File: config.mk
export PLATFORM = sky130hd
export DESIGN_NAME = pm_app_end_flat
export DESIGN_NICKNAME = d
export VERILOG_FILES = /design/src/pkg/pm_pkg.sv /design/src/pkg/pm_link_if.sv /design/src/logic/pm_app_end.sv /design/src/flat_wrapper.sv
export SDC_FILE = /design/constraint.sdc
export NUM_CORES = 1
export LEC_CHECK = 0
export ABC_CLOCK_PERIOD_IN_PS = 3000
export BUFFER_PORTS_ARGS = -buffer_cell sky130_fd_sc_hd__buf_2
export CAP_MARGIN = 5
export CORE_MARGIN = 10
export CORE_UTILIZATION = 40
export DETAILED_ROUTE_END_ITERATION = 6
export HOLD_SLACK_MARGIN = 0.02
export PLACE_DENSITY_LB_ADDON = 0.2
export SLEW_MARGIN = 20
export SYNTH_ARGS = -nofsm -noshare
export SYNTH_HDL_FRONTEND = slang
export SYNTH_SLANG_ARGS = --single-unit
File: constraint.sdc
create_clock -name mclk -period 3 [get_ports mclk]
set_input_delay 0.6 -clock mclk [delete_from_list [all_inputs] [get_ports mclk]]
set_output_delay 0.6 -clock mclk [all_outputs]
set_load 0.005 [all_outputs]
File: src/pkg/pm_pkg.sv
// Shared constants for the power-management side-band: capability word
// layout, scale codes, power states and the application register map.
// Assumes both ends and the bench import the whole package.
package pm_pkg;
	// Capability word field positions
	localparam int CAP_DATA_LSB = 24;
	localparam int CAP_DATA_MSB = 31;
	localparam int CAP_STATUS_BIT = 15;
	localparam int CAP_SCALE_LSB = 13;
	localparam int CAP_SCALE_MSB = 14;
	localparam int CAP_SEL_LSB = 9;
	localparam int CAP_SEL_MSB = 12;
	localparam int CAP_EN_BIT = 8;
	localparam int CAP_STATE_LSB = 0;
	localparam int CAP_STATE_MSB = 1;
	localparam logic [31:0] CAP_RESET = 32'h0000_0000;
	// Report bus layout: value in [9:2], scale in [1:0]
	localparam int RPT_VAL_LSB = 2;
	localparam int RPT_VAL_MSB = 9;
	localparam int RPT_SCALE_MSB = 1;
	// Scale codes of the report bus and the capability word
	typedef enum logic [1:0] {
		SCALE_UNKNOWN = 2'h0,
		SCALE_TENTH = 2'h1,
		SCALE_HUNDREDTH = 2'h2,
		SCALE_THOUSANDTH = 2'h3
	} scale_t;
	// Power state field encodings
	typedef enum logic [1:0] {
		PS_D0 = 2'h0,
		PS_D1 = 2'h1,
		PS_D2 = 2'h2,
		PS_D3 = 2'h3
	} pstate_t;
	// Data selector codes
	localparam logic [3:0] SEL_PME_STATES = 4'h8;
	// Auxiliary-current bits of the capability structure
	localparam logic [2:0] AUX_CURRENT = 3'h0;
	// Power states in which a wake event may be signalled, bit n = Dn
	localparam logic [7:0] PME_STATE_MASK = 8'h0f;
	// Application register map, byte addresses
	localparam logic [4:0] REG_CTRL = 5'h00;
	localparam logic [4:0] REG_REPORT = 5'h04;
	localparam logic [4:0] REG_STATUS = 5'h08;
	localparam logic [4:0] REG_MASK = 5'h0c;
	localparam logic [4:0] REG_INFO = 5'h10;
	localparam int CTRL_AUTO_ACK = 0;
	localparam int CTRL_ACK = 1;
	localparam int CTRL_WAKE = 2;
	localparam int ST_TURNOFF = 0;
	localparam int ST_ACKED = 1;
	localparam logic [1:0] AXI_OKAY = 2'h0;
	localparam logic [1:0] AXI_SLVERR = 2'h2;
endpackage

File: src/pkg/pm_link_if.sv
// Side-band wires between the endpoint core and the application logic.
// Assumes both ends run on the same application clock.
`timescale 1ns/10ps
interface pm_link_if;
	logic [9:0] power_report_bus;
	logic aux_supply_present;
	logic turnoff_status_pulse;
	logic turnoff_control_input;
	logic pme_request;
	modport core_end (
		input power_report_bus,
		input aux_supply_present,
		output turnoff_status_pulse,
		input turnoff_control_input,
		input pme_request
	);
	modport app_end (
		output power_report_bus,
		output aux_supply_present,
		input turnoff_status_pulse,
		output turnoff_control_input,
		output pme_request
	);
endinterface

File: src/logic/pm_app_end.sv
// Application end of the side-band: software registers over AXI4-Lite,
// power report drive, turn-off acknowledge and wake requests.
// Assumes the core end shares mclk; no synchronisers needed.
`timescale 1ns/10ps
module pm_app_end
	import pm_pkg::*;
(
	input wire logic mclk,
	input wire logic rst_n,
	pm_link_if.app_end link,
	input wire logic [4:0] s_axi_awaddr,
	input wire logic s_axi_awvalid,
	output logic s_axi_awready,
	input wire logic [31:0] s_axi_wdata,
	input wire logic [3:0] s_axi_wstrb,
	input wire logic s_axi_wvalid,
	output logic s_axi_wready,
	output logic [1:0] s_axi_bresp,
	output logic s_axi_bvalid,
	input wire logic s_axi_bready,
	input wire logic [4:0] s_axi_araddr,
	input wire logic s_axi_arvalid,
	output logic s_axi_arready,
	output logic [31:0] s_axi_rdata,
	output logic [1:0] s_axi_rresp,
	output logic s_axi_rvalid,
	input wire logic s_axi_rready,
	output logic irq
);

	logic aw_held;
	logic w_held;
	logic [4:0] aw_addr;
	logic [31:0] w_data;
	logic do_write;
	logic auto_ack;
	logic [9:0] report;
	logic [1:0] status;
	logic [1:0] mask;
	logic pending;
	logic ack_req;
	logic wake_req;
	logic [31:0] next_rdata;
	logic [1:0] next_rresp;

	// Address and data are taken in either order
	assign s_axi_awready = !aw_held && !s_axi_bvalid;
	assign s_axi_wready = !w_held && !s_axi_bvalid;
	assign do_write = aw_held && w_held && !s_axi_bvalid;

	always_ff @(posedge mclk)
	begin
		if (!rst_n)
		begin
			aw_held <= 1'b0;
			w_held <= 1'b0;
			aw_addr <= 5'h00;
			w_data <= 32'h0000_0000;
		end
		else
		begin
			if (s_axi_awvalid && s_axi_awready)
			begin
				aw_held <= 1'b1;
				aw_addr <= s_axi_awaddr;
			end
			else if (do_write)
				aw_held <= 1'b0;
			if (s_axi_wvalid && s_axi_wready)
			begin
				w_held <= 1'b1;
				w_data <= s_axi_wdata;
			end
			else if (do_write)
				w_held <= 1'b0;
		end
	end

	always_ff @(posedge mclk)
	begin
		if (!rst_n)
		begin
			s_axi_bvalid <= 1'b0;
			s_axi_bresp <= AXI_OKAY;
		end
		else if (do_write)
		begin
			s_axi_bvalid <= 1'b1;
			s_axi_bresp <= (aw_addr == REG_CTRL || aw_addr == REG_REPORT ||
				aw_addr == REG_STATUS || aw_addr == REG_MASK) ?
				AXI_OKAY : AXI_SLVERR;
		end
		else if (s_axi_bready)
			s_axi_bvalid <= 1'b0;
	end

	// Byte strobes are ignored: every register fits the low half
	always_ff @(posedge mclk)
	begin
		if (!rst_n)
		begin
			auto_ack <= 1'b0;
			report <= 10'h000;
			mask <= 2'h0;
			ack_req <= 1'b0;
			wake_req <= 1'b0;
		end
		else
		begin
			ack_req <= do_write && aw_addr == REG_CTRL && w_data[CTRL_ACK];
			wake_req <= do_write && aw_addr == REG_CTRL &&
				w_data[CTRL_WAKE];
			if (do_write && aw_addr == REG_CTRL)
				auto_ack <= w_data[CTRL_AUTO_ACK];
			if (do_write && aw_addr == REG_REPORT)
				report <= w_data[9:0];
			if (do_write && aw_addr == REG_MASK)
				mask <= w_data[1:0];
		end
	end

	// Turn-off stays pending until acknowledged
	always_ff @(posedge mclk)
	begin
		if (!rst_n)
			pending <= 1'b0;
		else if (link.turnoff_status_pulse)
			pending <= 1'b1;
		else if (auto_ack || ack_req)
			pending <= 1'b0;
	end

	// Control is a one-cycle pulse after status was seen
	always_ff @(posedge mclk)
	begin
		if (!rst_n)
			link.turnoff_control_input <= 1'b0;
		else
			link.turnoff_control_input <= pending &&
				(auto_ack || ack_req);
	end

	// Sticky events; a new event wins over a clear
	always_ff @(posedge mclk)
	begin
		for (int i = 0; i < 2; i++)
		begin
			if (!rst_n)
				status[i] <= 1'b0;
			else if (i == ST_TURNOFF ? link.turnoff_status_pulse :
				link.turnoff_control_input)
				status[i] <= 1'b1;
			else if (do_write && aw_addr == REG_STATUS && w_data[i])
				status[i] <= 1'b0;
		end
	end

	assign irq = |(status & mask);

	// Report only driven with no aux current claimed
	always_ff @(posedge mclk)
	begin
		if (!rst_n)
		begin
			link.power_report_bus <= 10'h000;
			link.pme_request <= 1'b0;
		end
		else
		begin
			link.power_report_bus <= (AUX_CURRENT == 3'h0) ?
				report : 10'h000;
			link.pme_request <= wake_req;
		end
	end

	// Deepest aux-powered state unsupported, so tie low
	assign link.aux_supply_present = 1'b0;

	always_comb
	begin
		next_rresp = AXI_OKAY;
		case (s_axi_araddr)
			REG_CTRL: next_rdata = {31'h0, auto_ack};
			REG_REPORT: next_rdata = {22'h0, report};
			REG_STATUS: next_rdata = {30'h0, status};
			REG_MASK: next_rdata = {30'h0, mask};
			REG_INFO: next_rdata = {31'h0, pending};
			default:
			begin
				next_rdata = 32'h0000_0000;
				next_rresp = AXI_SLVERR;
			end
		endcase
	end

	assign s_axi_arready = !s_axi_rvalid;

	always_ff @(posedge mclk)
	begin
		if (!rst_n)
		begin
			s_axi_rvalid <= 1'b0;
			s_axi_rdata <= 32'h0000_0000;
			s_axi_rresp <= AXI_OKAY;
		end
		else if (s_axi_arvalid && s_axi_arready)
		begin
			s_axi_rvalid <= 1'b1;
			s_axi_rdata <= next_rdata;
			s_axi_rresp <= next_rresp;
		end
		else if (s_axi_rready)
			s_axi_rvalid <= 1'b0;
	end

endmodule

File: src/flat_wrapper.sv
// flat-port wrapper written by rule: the top's interface ports become plain ports
module pm_app_end_flat import pm_pkg::*;
  (mclk, rst_n, s_axi_awaddr, s_axi_awvalid, s_axi_awready, s_axi_wdata, s_axi_wstrb, s_axi_wvalid, s_axi_wready, s_axi_bresp, s_axi_bvalid, s_axi_bready, s_axi_araddr, s_axi_arvalid, s_axi_arready, s_axi_rdata, s_axi_rresp, s_axi_rvalid, s_axi_rready, irq, link_power_report_bus, link_aux_supply_present, link_turnoff_status_pulse, link_turnoff_control_input, link_pme_request);
  pm_link_if link_i ();
  input wire logic mclk;
  input wire logic rst_n;
  input wire logic [4:0] s_axi_awaddr;
  input wire logic s_axi_awvalid;
  output logic s_axi_awready;
  input wire logic [31:0] s_axi_wdata;
  input wire logic [3:0] s_axi_wstrb;
  input wire logic s_axi_wvalid;
  output logic s_axi_wready;
  output logic [1:0] s_axi_bresp;
  output logic s_axi_bvalid;
  input wire logic s_axi_bready;
  input wire logic [4:0] s_axi_araddr;
  input wire logic s_axi_arvalid;
  output logic s_axi_arready;
  output logic [31:0] s_axi_rdata;
  output logic [1:0] s_axi_rresp;
  output logic s_axi_rvalid;
  input wire logic s_axi_rready;
  output logic irq;
  output wire logic [$bits(link_i.power_report_bus)-1:0] link_power_report_bus;
  output wire logic [$bits(link_i.aux_supply_present)-1:0] link_aux_supply_present;
  input wire logic [$bits(link_i.turnoff_status_pulse)-1:0] link_turnoff_status_pulse;
  output wire logic [$bits(link_i.turnoff_control_input)-1:0] link_turnoff_control_input;
  output wire logic [$bits(link_i.pme_request)-1:0] link_pme_request;
  assign link_power_report_bus = link_i.power_report_bus;
  assign link_aux_supply_present = link_i.aux_supply_present;
  assign link_i.turnoff_status_pulse = link_turnoff_status_pulse;
  assign link_turnoff_control_input = link_i.turnoff_control_input;
  assign link_pme_request = link_i.pme_request;
  pm_app_end u_core (.mclk(mclk), .rst_n(rst_n), .link(link_i), .s_axi_awaddr(s_axi_awaddr), .s_axi_awvalid(s_axi_awvalid), .s_axi_awready(s_axi_awready), .s_axi_wdata(s_axi_wdata), .s_axi_wstrb(s_axi_wstrb), .s_axi_wvalid(s_axi_wvalid), .s_axi_wready(s_axi_wready), .s_axi_bresp(s_axi_bresp), .s_axi_bvalid(s_axi_bvalid), .s_axi_bready(s_axi_bready), .s_axi_araddr(s_axi_araddr), .s_axi_arvalid(s_axi_arvalid), .s_axi_arready(s_axi_arready), .s_axi_rdata(s_axi_rdata), .s_axi_rresp(s_axi_rresp), .s_axi_rvalid(s_axi_rvalid), .s_axi_rready(s_axi_rready), .irq(irq));
endmodule
# Yosys cells after proc, flatten, opt, wreduce, memory -nomap -nowiden
# Cells that the tools add are included.
# W data, S select, Z words.
# word_totals
regBits	85
inputBits	54
word_cells	79
# op_classes
eq_ne	7
muxes	16
bitwise	1
reduce_logical	35
# ops
operator	n
$pmux W10 S5	1
$eq A5 B4 Y1 const B	4
$logic_and A1 B1 Y1	16
$reduce_bool A2 Y1	7
$mux W1	13
$eq A5 B3 Y1 const B	2
$logic_not A5 Y1	2
$eq A5 B5 Y1 const B	1
$reduce_or A5 Y1	1
$logic_not A1 Y1	4
$logic_or A1 B1 Y1	4
$mux W2	2
$and A2 B2 Y2	1
$reduce_or A2 Y1	1

# Longest topological paths before layout
# Gate-level depths: netlist (run 1).
# depth
ltp_word	6
depth_mapped	5
mapped_depth_nobuf	3

# Worst setup path after synthesis (run 1)
# OpenSTA, ideal clock, no wires.
# synth_path
path_type	input to register
start	input s_axi_wvalid
end	register u_core.w_data[0]
setup_time_ns	0.128
arrival_ns	1.333
path_slack_ns	1.539
path_stages	4
path_buffers	1
cell_sequence	nor3b_1 buf_4 mux2i_1 nor2_1
# synth_between
elab_chain_len	1
# synth_lines
item	line	rtl
start, declared	flat_wrapper.sv:12	input wire logic s_axi_wvalid;
$logic_and A1 B1 Y1	pm_app_end.sv:69	if (s_axi_wvalid && s_axi_wready)
end signal, assigned	pm_app_end.sv:72	w_data <= s_axi_wdata;
end, declared	pm_app_end.sv:34	logic [31:0] w_data;
# No other way between the ends.
# A chain may end at the register's enable or synchronous reset.

# Worst setup path after layout (run 1)
# layout_path
start	register u_core.s_axi_bvalid
end	output s_axi_awready
# layout_between
elab_chain_len	2
# layout_lines
item	line	rtl
start, declared	pm_app_end.sv:19	output logic s_axi_bvalid,
start signal, assigned	pm_app_end.sv:83	s_axi_bvalid <= 1'b0;
start signal, assigned	pm_app_end.sv:88	s_axi_bvalid <= 1'b1;
start signal, assigned	pm_app_end.sv:94	s_axi_bvalid <= 1'b0;
$logic_not A1 Y1	pm_app_end.sv:47	assign s_axi_awready = !aw_held && !s_axi_bvalid;
$logic_and A1 B1 Y1	pm_app_end.sv:47	
end, declared	flat_wrapper.sv:9	output logic s_axi_awready;
# No other way between the ends.

==> metrics, run 1 <==
hpwl dp 4334 um; clock slew at reported path FFs 0.08 ns; Fin Setup TNS 0 ns; type of the worst min-delay path reg2reg; critical path type reg2out; Cells after Synth 263; TritonCTS clock tree yes; Reg2Reg Depth 3; cts hold-fix bufs 0; CTS max path bufs 2; Chip Height 99.33 um; unrepaired setup endpoints after global routing false; commonest non-fill, non-tap cell in the layout dfxtp_1; Synth-to-Final Area Change 18.49%; Slew HR 0.5744; count of final setup violators 0; highest clock rate 0.5814 GHz; Num CTS Buffers 9; Post-synth EDFFs 0; Hold Vio Cnt, Final 0; Top Ports 109; Pwr Total 1.819 mW; Yosys cell types 43; Gate power share 0.080; Final Max Tran Viols 0; core area 6026 um2; post-CTS setup buffers 0; global-route wire length before repair 9804 um; critical path launch point u_core.s_axi_bvalid; Avg Inst Size Synth 9.572 um2; antenna violations before repair 0; worst-skew pair later-pin latency 0.34 ns; r2r startpoint u_core.aw_held; sequential area share after synthesis 0.4851; Antenna diodes 0; Routed Antenna Nets 0; PwrDens 610.0 nW/um2; Clock Skews 0.009784 ns; Most used DFF post-synth dfxtp_1; die area 9866 um2; share of cells above drive strength 1 0.2769; Die Wd 99.33 um; via count 1948; wire length per cell 14.93 um; FF-to-FF setup slack 1.34 ns; Period minus WS final 1.720 ns; yosys warns 0; IO Port Bufs 57; nets 374; P_leak 1.345 nW; 1st-pass router iterations 4; vias per inst 4.870; startpoint types flip-flop; worst path arrival time 1.12 ns; largest fanout on the critical path 11; Reg2Reg Capture Point u_core.report[4]; sw power 436.2 uW; Peak VDD IR 0.2812 mV; CTS sink cnt 61; root buf cell clkbuf_8; gr usage total 0.1208; mapped cell area 2517 um2; Iter 0 DRT Violations 97; vias in the first global route 1992; crit path to s_axi_awready; sequential share of power 0.473; Switching Share 0.2397; Worst-Margin Slew 0.6348 ns; starting density of the core 0.4178; post-synthesis register bit count 61; maxcap violations 0; post_cts resized 0; final wirelength 5972 um; period utilization 0.5733; gr ovfl total 0; CP endpoint kind output port; Worst EP required 2.40 ns; most frequent cells in the layout dfxtp_1 (61), buf_2 (57), nor2_1 (32); async set or reset register ratio after synthesis 0; Internal Power 1.383 mW; DR DRC count 0; clock power share 0.447; H-tree depth 3; FP Rows 28; largest net degree at the start of global routing 38; status complete, no violations; GPL Wtd Cong 0.7774
[sequential cells by signal (all words and copies together), names as in the netlist, 2 cells and up]
signal and count:
u_core.link.power_report_bus 10, u_core.report 10, u_core.s_axi_rdata 10, u_core.w_data 10, u_core.aw_addr 5, u_core.mask 2
u_core.status 2
[area by class of cell]
cell class	instances	area (um2)
fillers	605	3043
flip-flops and latches	61	1221
multi-input cells	178	1095
repair buffers	61	315.3
clock buffers	10	137.6
well taps	75	93.84
clock inverters	6	86.33
inverters	9	33.78
[power groups by stage]
stage | clock (mW) | sequential (mW) | combinational (mW)
6_report | 0.813 | 0.860 | 0.146
5_1_grt | 0.859 | 0.864 | 0.167
4_1_cts | 0.828 | 0.860 | 0.147
3_5_place_dp | 0 | 0.878 | 0.146
3_3_place_gp | 0 | 0.878 | 0.144
2_1_floorplan | 0 | 0.868 | 0.127
[worst min-delay path by stage]
stage	from	end	slack, ns	cells past startpoint
floorplan	u_core.wake_req	u_core.link.pme_request	0.41	1
global placement	u_core.wake_req	u_core.link.pme_request	0.42	1
detailed placement	u_core.wake_req	u_core.link.pme_request	0.42	1
CTS	u_core.pending	u_core.link.turnoff_control_input	0.44	2
global route	u_core.wake_req	u_core.link.pme_request	0.47	1
finish	u_core.wake_req	u_core.link.pme_request	0.44	1
[cell families (layout without fill, tap and decap cells)]
family | after synthesis | after routing | share of synthesized area
other cells | 1 | 25 | 0.001490
flops | 61 | 61 | 0.4851
mux | 18 | 18 | 0.07256
simple gates | 86 | 86 | 0.2043
buf+inv | 48 | 86 | 0.1178
compound gates | 49 | 49 | 0.1188
[worst max-delay path: stages, from the launching register on]
cell     delay, ns
dfxtp_1       0.56
nor2_1        0.09
buf_2         0.14
[cells in the mapped netlist (all sizes together) (3+ instances only)]
| cell type | count | share of area |
|---|---|---|
| dfxtp | 61 | 0.49 |
| buf | 34 | 0.097 |
| nor2 | 32 | 0.048 |
| a21oi | 19 | 0.038 |
| mux2i | 16 | 0.064 |
| o21ai | 14 | 0.029 |
| nand3 | 11 | 0.022 |
| inv | 9 | 0.013 |
| a32oi | 8 | 0.028 |
| and2 | 8 | 0.020 |
| nor3 | 6 | 0.020 |
| clkbuf | 5 | 0.0075 |
| nand2 | 5 | 0.0075 |
| nand2b | 4 | 0.0099 |
| a31oi | 3 | 0.0075 |
[per-stage QoR]
stage | instances | worst slack (ns) | area, um2 | hold slack [ns] | utilization
6_report | 400 | 1.280 | 2983 | 0.4365 | 0.4950
2_1_floorplan | 287 | 1.539 | 2608 | 0.4119 | -
4_1_cts | 400 | 1.255 | 2983 | 0.4399 | 0.4950
3_3_place_gp | 384 | 1.274 | 2759 | 0.4186 | 0.4578
3_5_place_dp | 384 | 1.262 | 2759 | 0.4218 | 0.4578
5_1_grt | 400 | 1.171 | 2983 | 0.4650 | 0.4950
[per-layer routing]
layer / part of all wire / vias up / GRT usage
met1: 0.45 / 894 / 0.1452
li1: - / 985 / -
met2: 0.47 / 62 / 0.1879
met5: 0 / - / 0
met3: 0.074 / 7 / 0.04360
met4: 0.012 / 0 / 0.05623
No activity file was read; power rests on OpenSTA's default activity.
==> run 2, diff against run 1 <==
--- a/config.mk
+++ b/config.mk
@@ -5,7 +5,7 @@
 export SDC_FILE = /design/constraint.sdc
 export NUM_CORES = 1
 export LEC_CHECK = 0
-export ABC_CLOCK_PERIOD_IN_PS = 3000
+export ABC_CLOCK_PERIOD_IN_PS = 1800
 export BUFFER_PORTS_ARGS = -buffer_cell sky130_fd_sc_hd__buf_2
 export CAP_MARGIN = 5
 export CORE_MARGIN = 10
==> constraint.sdc (replaced) <==
create_clock -name mclk -period 1.8 [get_ports mclk]
set_input_delay 0.36 -clock mclk [delete_from_list [all_inputs] [get_ports mclk]]
set_output_delay 0.36 -clock mclk [all_outputs]
set_load 0.005 [all_outputs]
==> metrics, run 2 (synthesized netlist as in run 1, its figures left out) <==
status complete, no violations; GPL Wtd Cong 0.7805; Worst EP required 2.03 ns; vias per inst 4.852; post-layout util 0.5010; root buf cell clkbuf_8; IO Port Bufs 57; vias in the first global route 1943; startpoint types flip-flop; 1st-pass router iterations 4; DR DRC count 0; global-route wire length before repair 9611 um; share of cells above drive strength 1 0.2900; Switching Share 0.2571; FP Rows 28; slowest CP cell or4b_4; Antenna diodes 0; gr usage total 0.1200; unrepaired setup endpoints after global routing false; TritonCTS clock tree yes; die area 9866 um2; final cell count without fillers 406; count of final setup violators 0; largest fanout on the critical path 12; Num CTS Buffers 9; nets 380; period utilization 0.8495; via count 1970; critical path type reg2reg; Top Ports 109; Fin Setup TNS 0 ns; Hold WS 0.2512 ns; gr ovfl total 0; Synth-to-Final Area Change 19.93%; Pwr Total 2.877 mW; Period minus WS final 1.529 ns; cts hold-fix bufs 0; highest clock rate 0.6540 GHz; CTS max path bufs 2; antenna violations before repair 0; Peak VDD IR 0.4321 mV; clock power share 0.410; largest net degree at the start of global routing 31; Clock Skews 0.004643 ns; crit path cell chain or4b_4, o21ai_0, a21oi_1; maxcap violations 0; Final Max Tran Viols 0; final wirelength 6044 um; Gate power share 0.091; Chip Height 99.33 um; type of the worst min-delay path in2reg; worst path arrival time 1.76 ns; core area 6026 um2; H-tree depth 3; clock slew at reported path FFs 0.07 ns; Buf+Inv Stages, Crit Path 0; hpwl dp 4374 um; PwrDens 952.9 nW/um2; Hold Vio Cnt, Final 0; CTS sink cnt 61; most frequent cells in the layout dfxtp_1 (61), buf_2 (57), nor2_1 (32); sw power 739.6 uW; Iter 0 DRT Violations 96; post-CTS setup buffers 0; P_leak 1.367 nW; commonest non-fill, non-tap cell in the layout dfxtp_1; Internal Power 2.137 mW; Routed Antenna Nets 0; Fill cells 590; CP endpoint kind flip-flop; Die Wd 99.33 um; placed cell count 390; post_cts resized 0; starting density of the core 0.4178; largest stage delay on the critical path 0.70 ns; wire length per cell 14.89 um; worst-skew pair later-pin latency 0.34 ns; crit-path leading delay family simple AND/OR/NAND/NOR gates; sequential share of power 0.498
run 2: cell type report:
| type | count | area, um2 | share of cell area |
|---|---|---|---|
| flip-flops and latches | 61 | 1221 | 0.4045 |
| multi-input cells | 178 | 1095 | 0.3626 |
| repair buffers | 67 | 385.4 | 0.1276 |
| clock inverters | 7 | 66.31 | 0.02196 |
| well taps | 75 | 93.84 | 0.03108 |
| inverters | 9 | 33.78 | 0.01119 |
| clock buffers | 9 | 123.9 | 0.04103 |
run 2: per-stage QoR:
stage / cell area (um2) / setup slack, ns
final: 3019 / 0.2708
after global routing: 3019 / 0.1773
after CTS: 3019 / 0.2660
after detailed placement: 2829 / 0.2749
after global placement: 2829 / 0.2819
after floorplan: 2608 / 0.3550
run 2: tightest hold or removal path: stages:
cell	delay (ns)
buf_2	0.08
mux2i_1	0.05
nor2_1	0.07
run 2: final timing paths:
kind                                           endpoint           startpoint  slack, ns  depth (start not counted)
worst max-delay path                   u_core.report[3]  u_core.s_axi_bvalid       0.27                          3
worst min-delay path                   u_core.w_data[8]       s_axi_wdata[8]       0.25                          3
worst max register to register         u_core.report[3]  u_core.s_axi_bvalid       0.27                          3
worst min register to register  u_core.link.pme_request      u_core.wake_req       0.44                          1
run 2: power groups by stage:
stage | sequential [mW] | combinational [mW] | clock (mW)
2_1_floorplan | 1.45 | 0.212 | 0
3_3_place_gp | 1.46 | 0.259 | 0
3_5_place_dp | 1.46 | 0.261 | 0
4_1_cts | 1.43 | 0.262 | 1.20
5_1_grt | 1.44 | 0.294 | 1.27
6_report | 1.43 | 0.262 | 1.18
run 2: layer usage:
metal  vias to the layer above  GRT usage  share of wire
met1                       895     0.1442           0.45
met5                         -          0              0
met3                         9    0.05606          0.082
met2                        72     0.1769           0.45
li1                        994          -              -
met4                         0    0.05733          0.017
==> run 3, diff against run 2 <==
--- a/config.mk
+++ b/config.mk
@@ -5,7 +5,7 @@
 export SDC_FILE = /design/constraint.sdc
 export NUM_CORES = 1
 export LEC_CHECK = 0
-export ABC_CLOCK_PERIOD_IN_PS = 1800
+export ABC_CLOCK_PERIOD_IN_PS = 1600
 export BUFFER_PORTS_ARGS = -buffer_cell sky130_fd_sc_hd__buf_2
 export CAP_MARGIN = 5
 export CORE_MARGIN = 10
==> constraint.sdc (replaced) <==
create_clock -name mclk -period 1.6 [get_ports mclk]
set_input_delay 0.32 -clock mclk [delete_from_list [all_inputs] [get_ports mclk]]
set_output_delay 0.32 -clock mclk [all_outputs]
set_load 0.005 [all_outputs]
==> metrics, run 3 (synthesized netlist as in run 1, its figures left out) <==
Peak VDD IR 0.4851 mV; Hold WS 0.2165 ns; FP Rows 28; Antenna diodes 0; Die Wd 99.33 um; IO Port Bufs 57; Fill cells 634; startpoint types flip-flop; largest fanout on the critical path 9; Top Ports 109; root buf cell clkbuf_8; unrepaired setup endpoints after global routing false; core area 6026 um2; Routed Antenna Nets 0; worst-skew pair later-pin latency 0.34 ns; wire length per cell 14.72 um; crit path cell chain nand4bb_1, buf_4, nor3_2, a21oi_1; share of cells above drive strength 1 0.2985; count of final setup violators 0; commonest non-fill, non-tap cell in the layout dfxtp_1; Setup Slack @ Placement 0.1971 ns; clock slew at reported path FFs 0.07 ns; TritonCTS clock tree yes; critical path type reg2reg; P_leak 1.405 nW; Setup WS post-layout 0.1851 ns; most frequent cells in the layout dfxtp_1 (61), buf_2 (57), nor2_1 (32); cts hold-fix bufs 0; antenna violations before repair 0; Period minus WS final 1.415 ns; post-CTS setup buffers 0; CP endpoint kind flip-flop; GPL Wtd Cong 0.8044; maxcap violations 0; post_cts resized 0; global-route wire length before repair 9873 um; final instance area 3094 um2; Pwr Total 3.448 mW; Final Max Tran Viols 0; die area 9866 um2; 1st-pass router iterations 4; CTS sink cnt 61; Chip Height 99.33 um; period utilization 0.8843; largest net degree at the start of global routing 37; hpwl dp 4488 um; PwrDens 1114 nW/um2; H-tree depth 3; Num CTS Buffers 9; final wirelength 6034 um; Synth-to-Final Area Change 22.91%; vias in the first global route 1998; Fin Setup TNS 0 ns; slowest CP cell dfxtp_1; gr ovfl total 0; largest stage delay on the critical path 0.51 ns; vias per inst 4.841; Hold Vio Cnt, Final 0; Clock Skews 0.006848 ns; worst path arrival time 1.64 ns; status complete, no violations; highest clock rate 0.7068 GHz; starting density of the core 0.4178; CTS max path bufs 2; gr usage total 0.1220; Worst EP required 1.83 ns; cell area after placement 2872 um2; Iter 0 DRT Violations 69; DR DRC count 0; type of the worst min-delay path in2reg; via count 1985; nets 384
==> run 3: layer usage <==
layer | wire, um | GRT usage
met1 | 2733 | 0.1461
met2 | 2764 | 0.1874
met3 | 432 | 0.04844
met4 | 103 | 0.05623
met5 | 0 | 0
==> run 3: layout make-up <==
type	count	area [um2]	area share
flip-flops and latches	61	1221	0.3947
multi-input cells	178	1095	0.3538
repair buffers	71	427.9	0.1383
clock buffers	9	123.9	0.04003
clock inverters	7	98.84	0.03194
well taps	75	93.84	0.03033
inverters	9	33.78	0.01092
==> run 3: power by group <==
group	total, mW	switching (mW)	internal [mW]
logic	0.323	0.174	0.149
registers	1.60	0.0411	1.56
clock network	1.52	0.638	0.884
total	3.45	0.853	2.59
==> run 3: path summary, 6_finish.rpt <==
| check | start | depth (start not counted) | slack, ns | endpoint |
|---|---|---|---|---|
| setup / recovery | u_core.aw_held | 4 | 0.19 | u_core.report[9] |
| hold / removal | s_axi_wdata[6] | 3 | 0.22 | u_core.w_data[6] |
| setup reg to reg | u_core.aw_held | 4 | 0.19 | u_core.report[9] |
| hold reg to reg | u_core.wake_req | 1 | 0.43 | u_core.link.pme_request |
==> run 3: critical path, delay by kind of cell (launching register included) <==
family	cells	cell delay, ns
buffers and inverters	1	0.28
AND/OR/NAND/NOR	2	0.46
AO/OA/AOI/OAI	1	0.06
flip-flops	1	0.51
==> run 3: stage by stage <==
step	instances	utilization
2_1_floorplan	287	-
3_3_place_gp	394	0.4765
3_5_place_dp	394	0.4765
4_1_cts	410	0.5135
5_1_grt	410	0.5135
6_report	410	0.5135
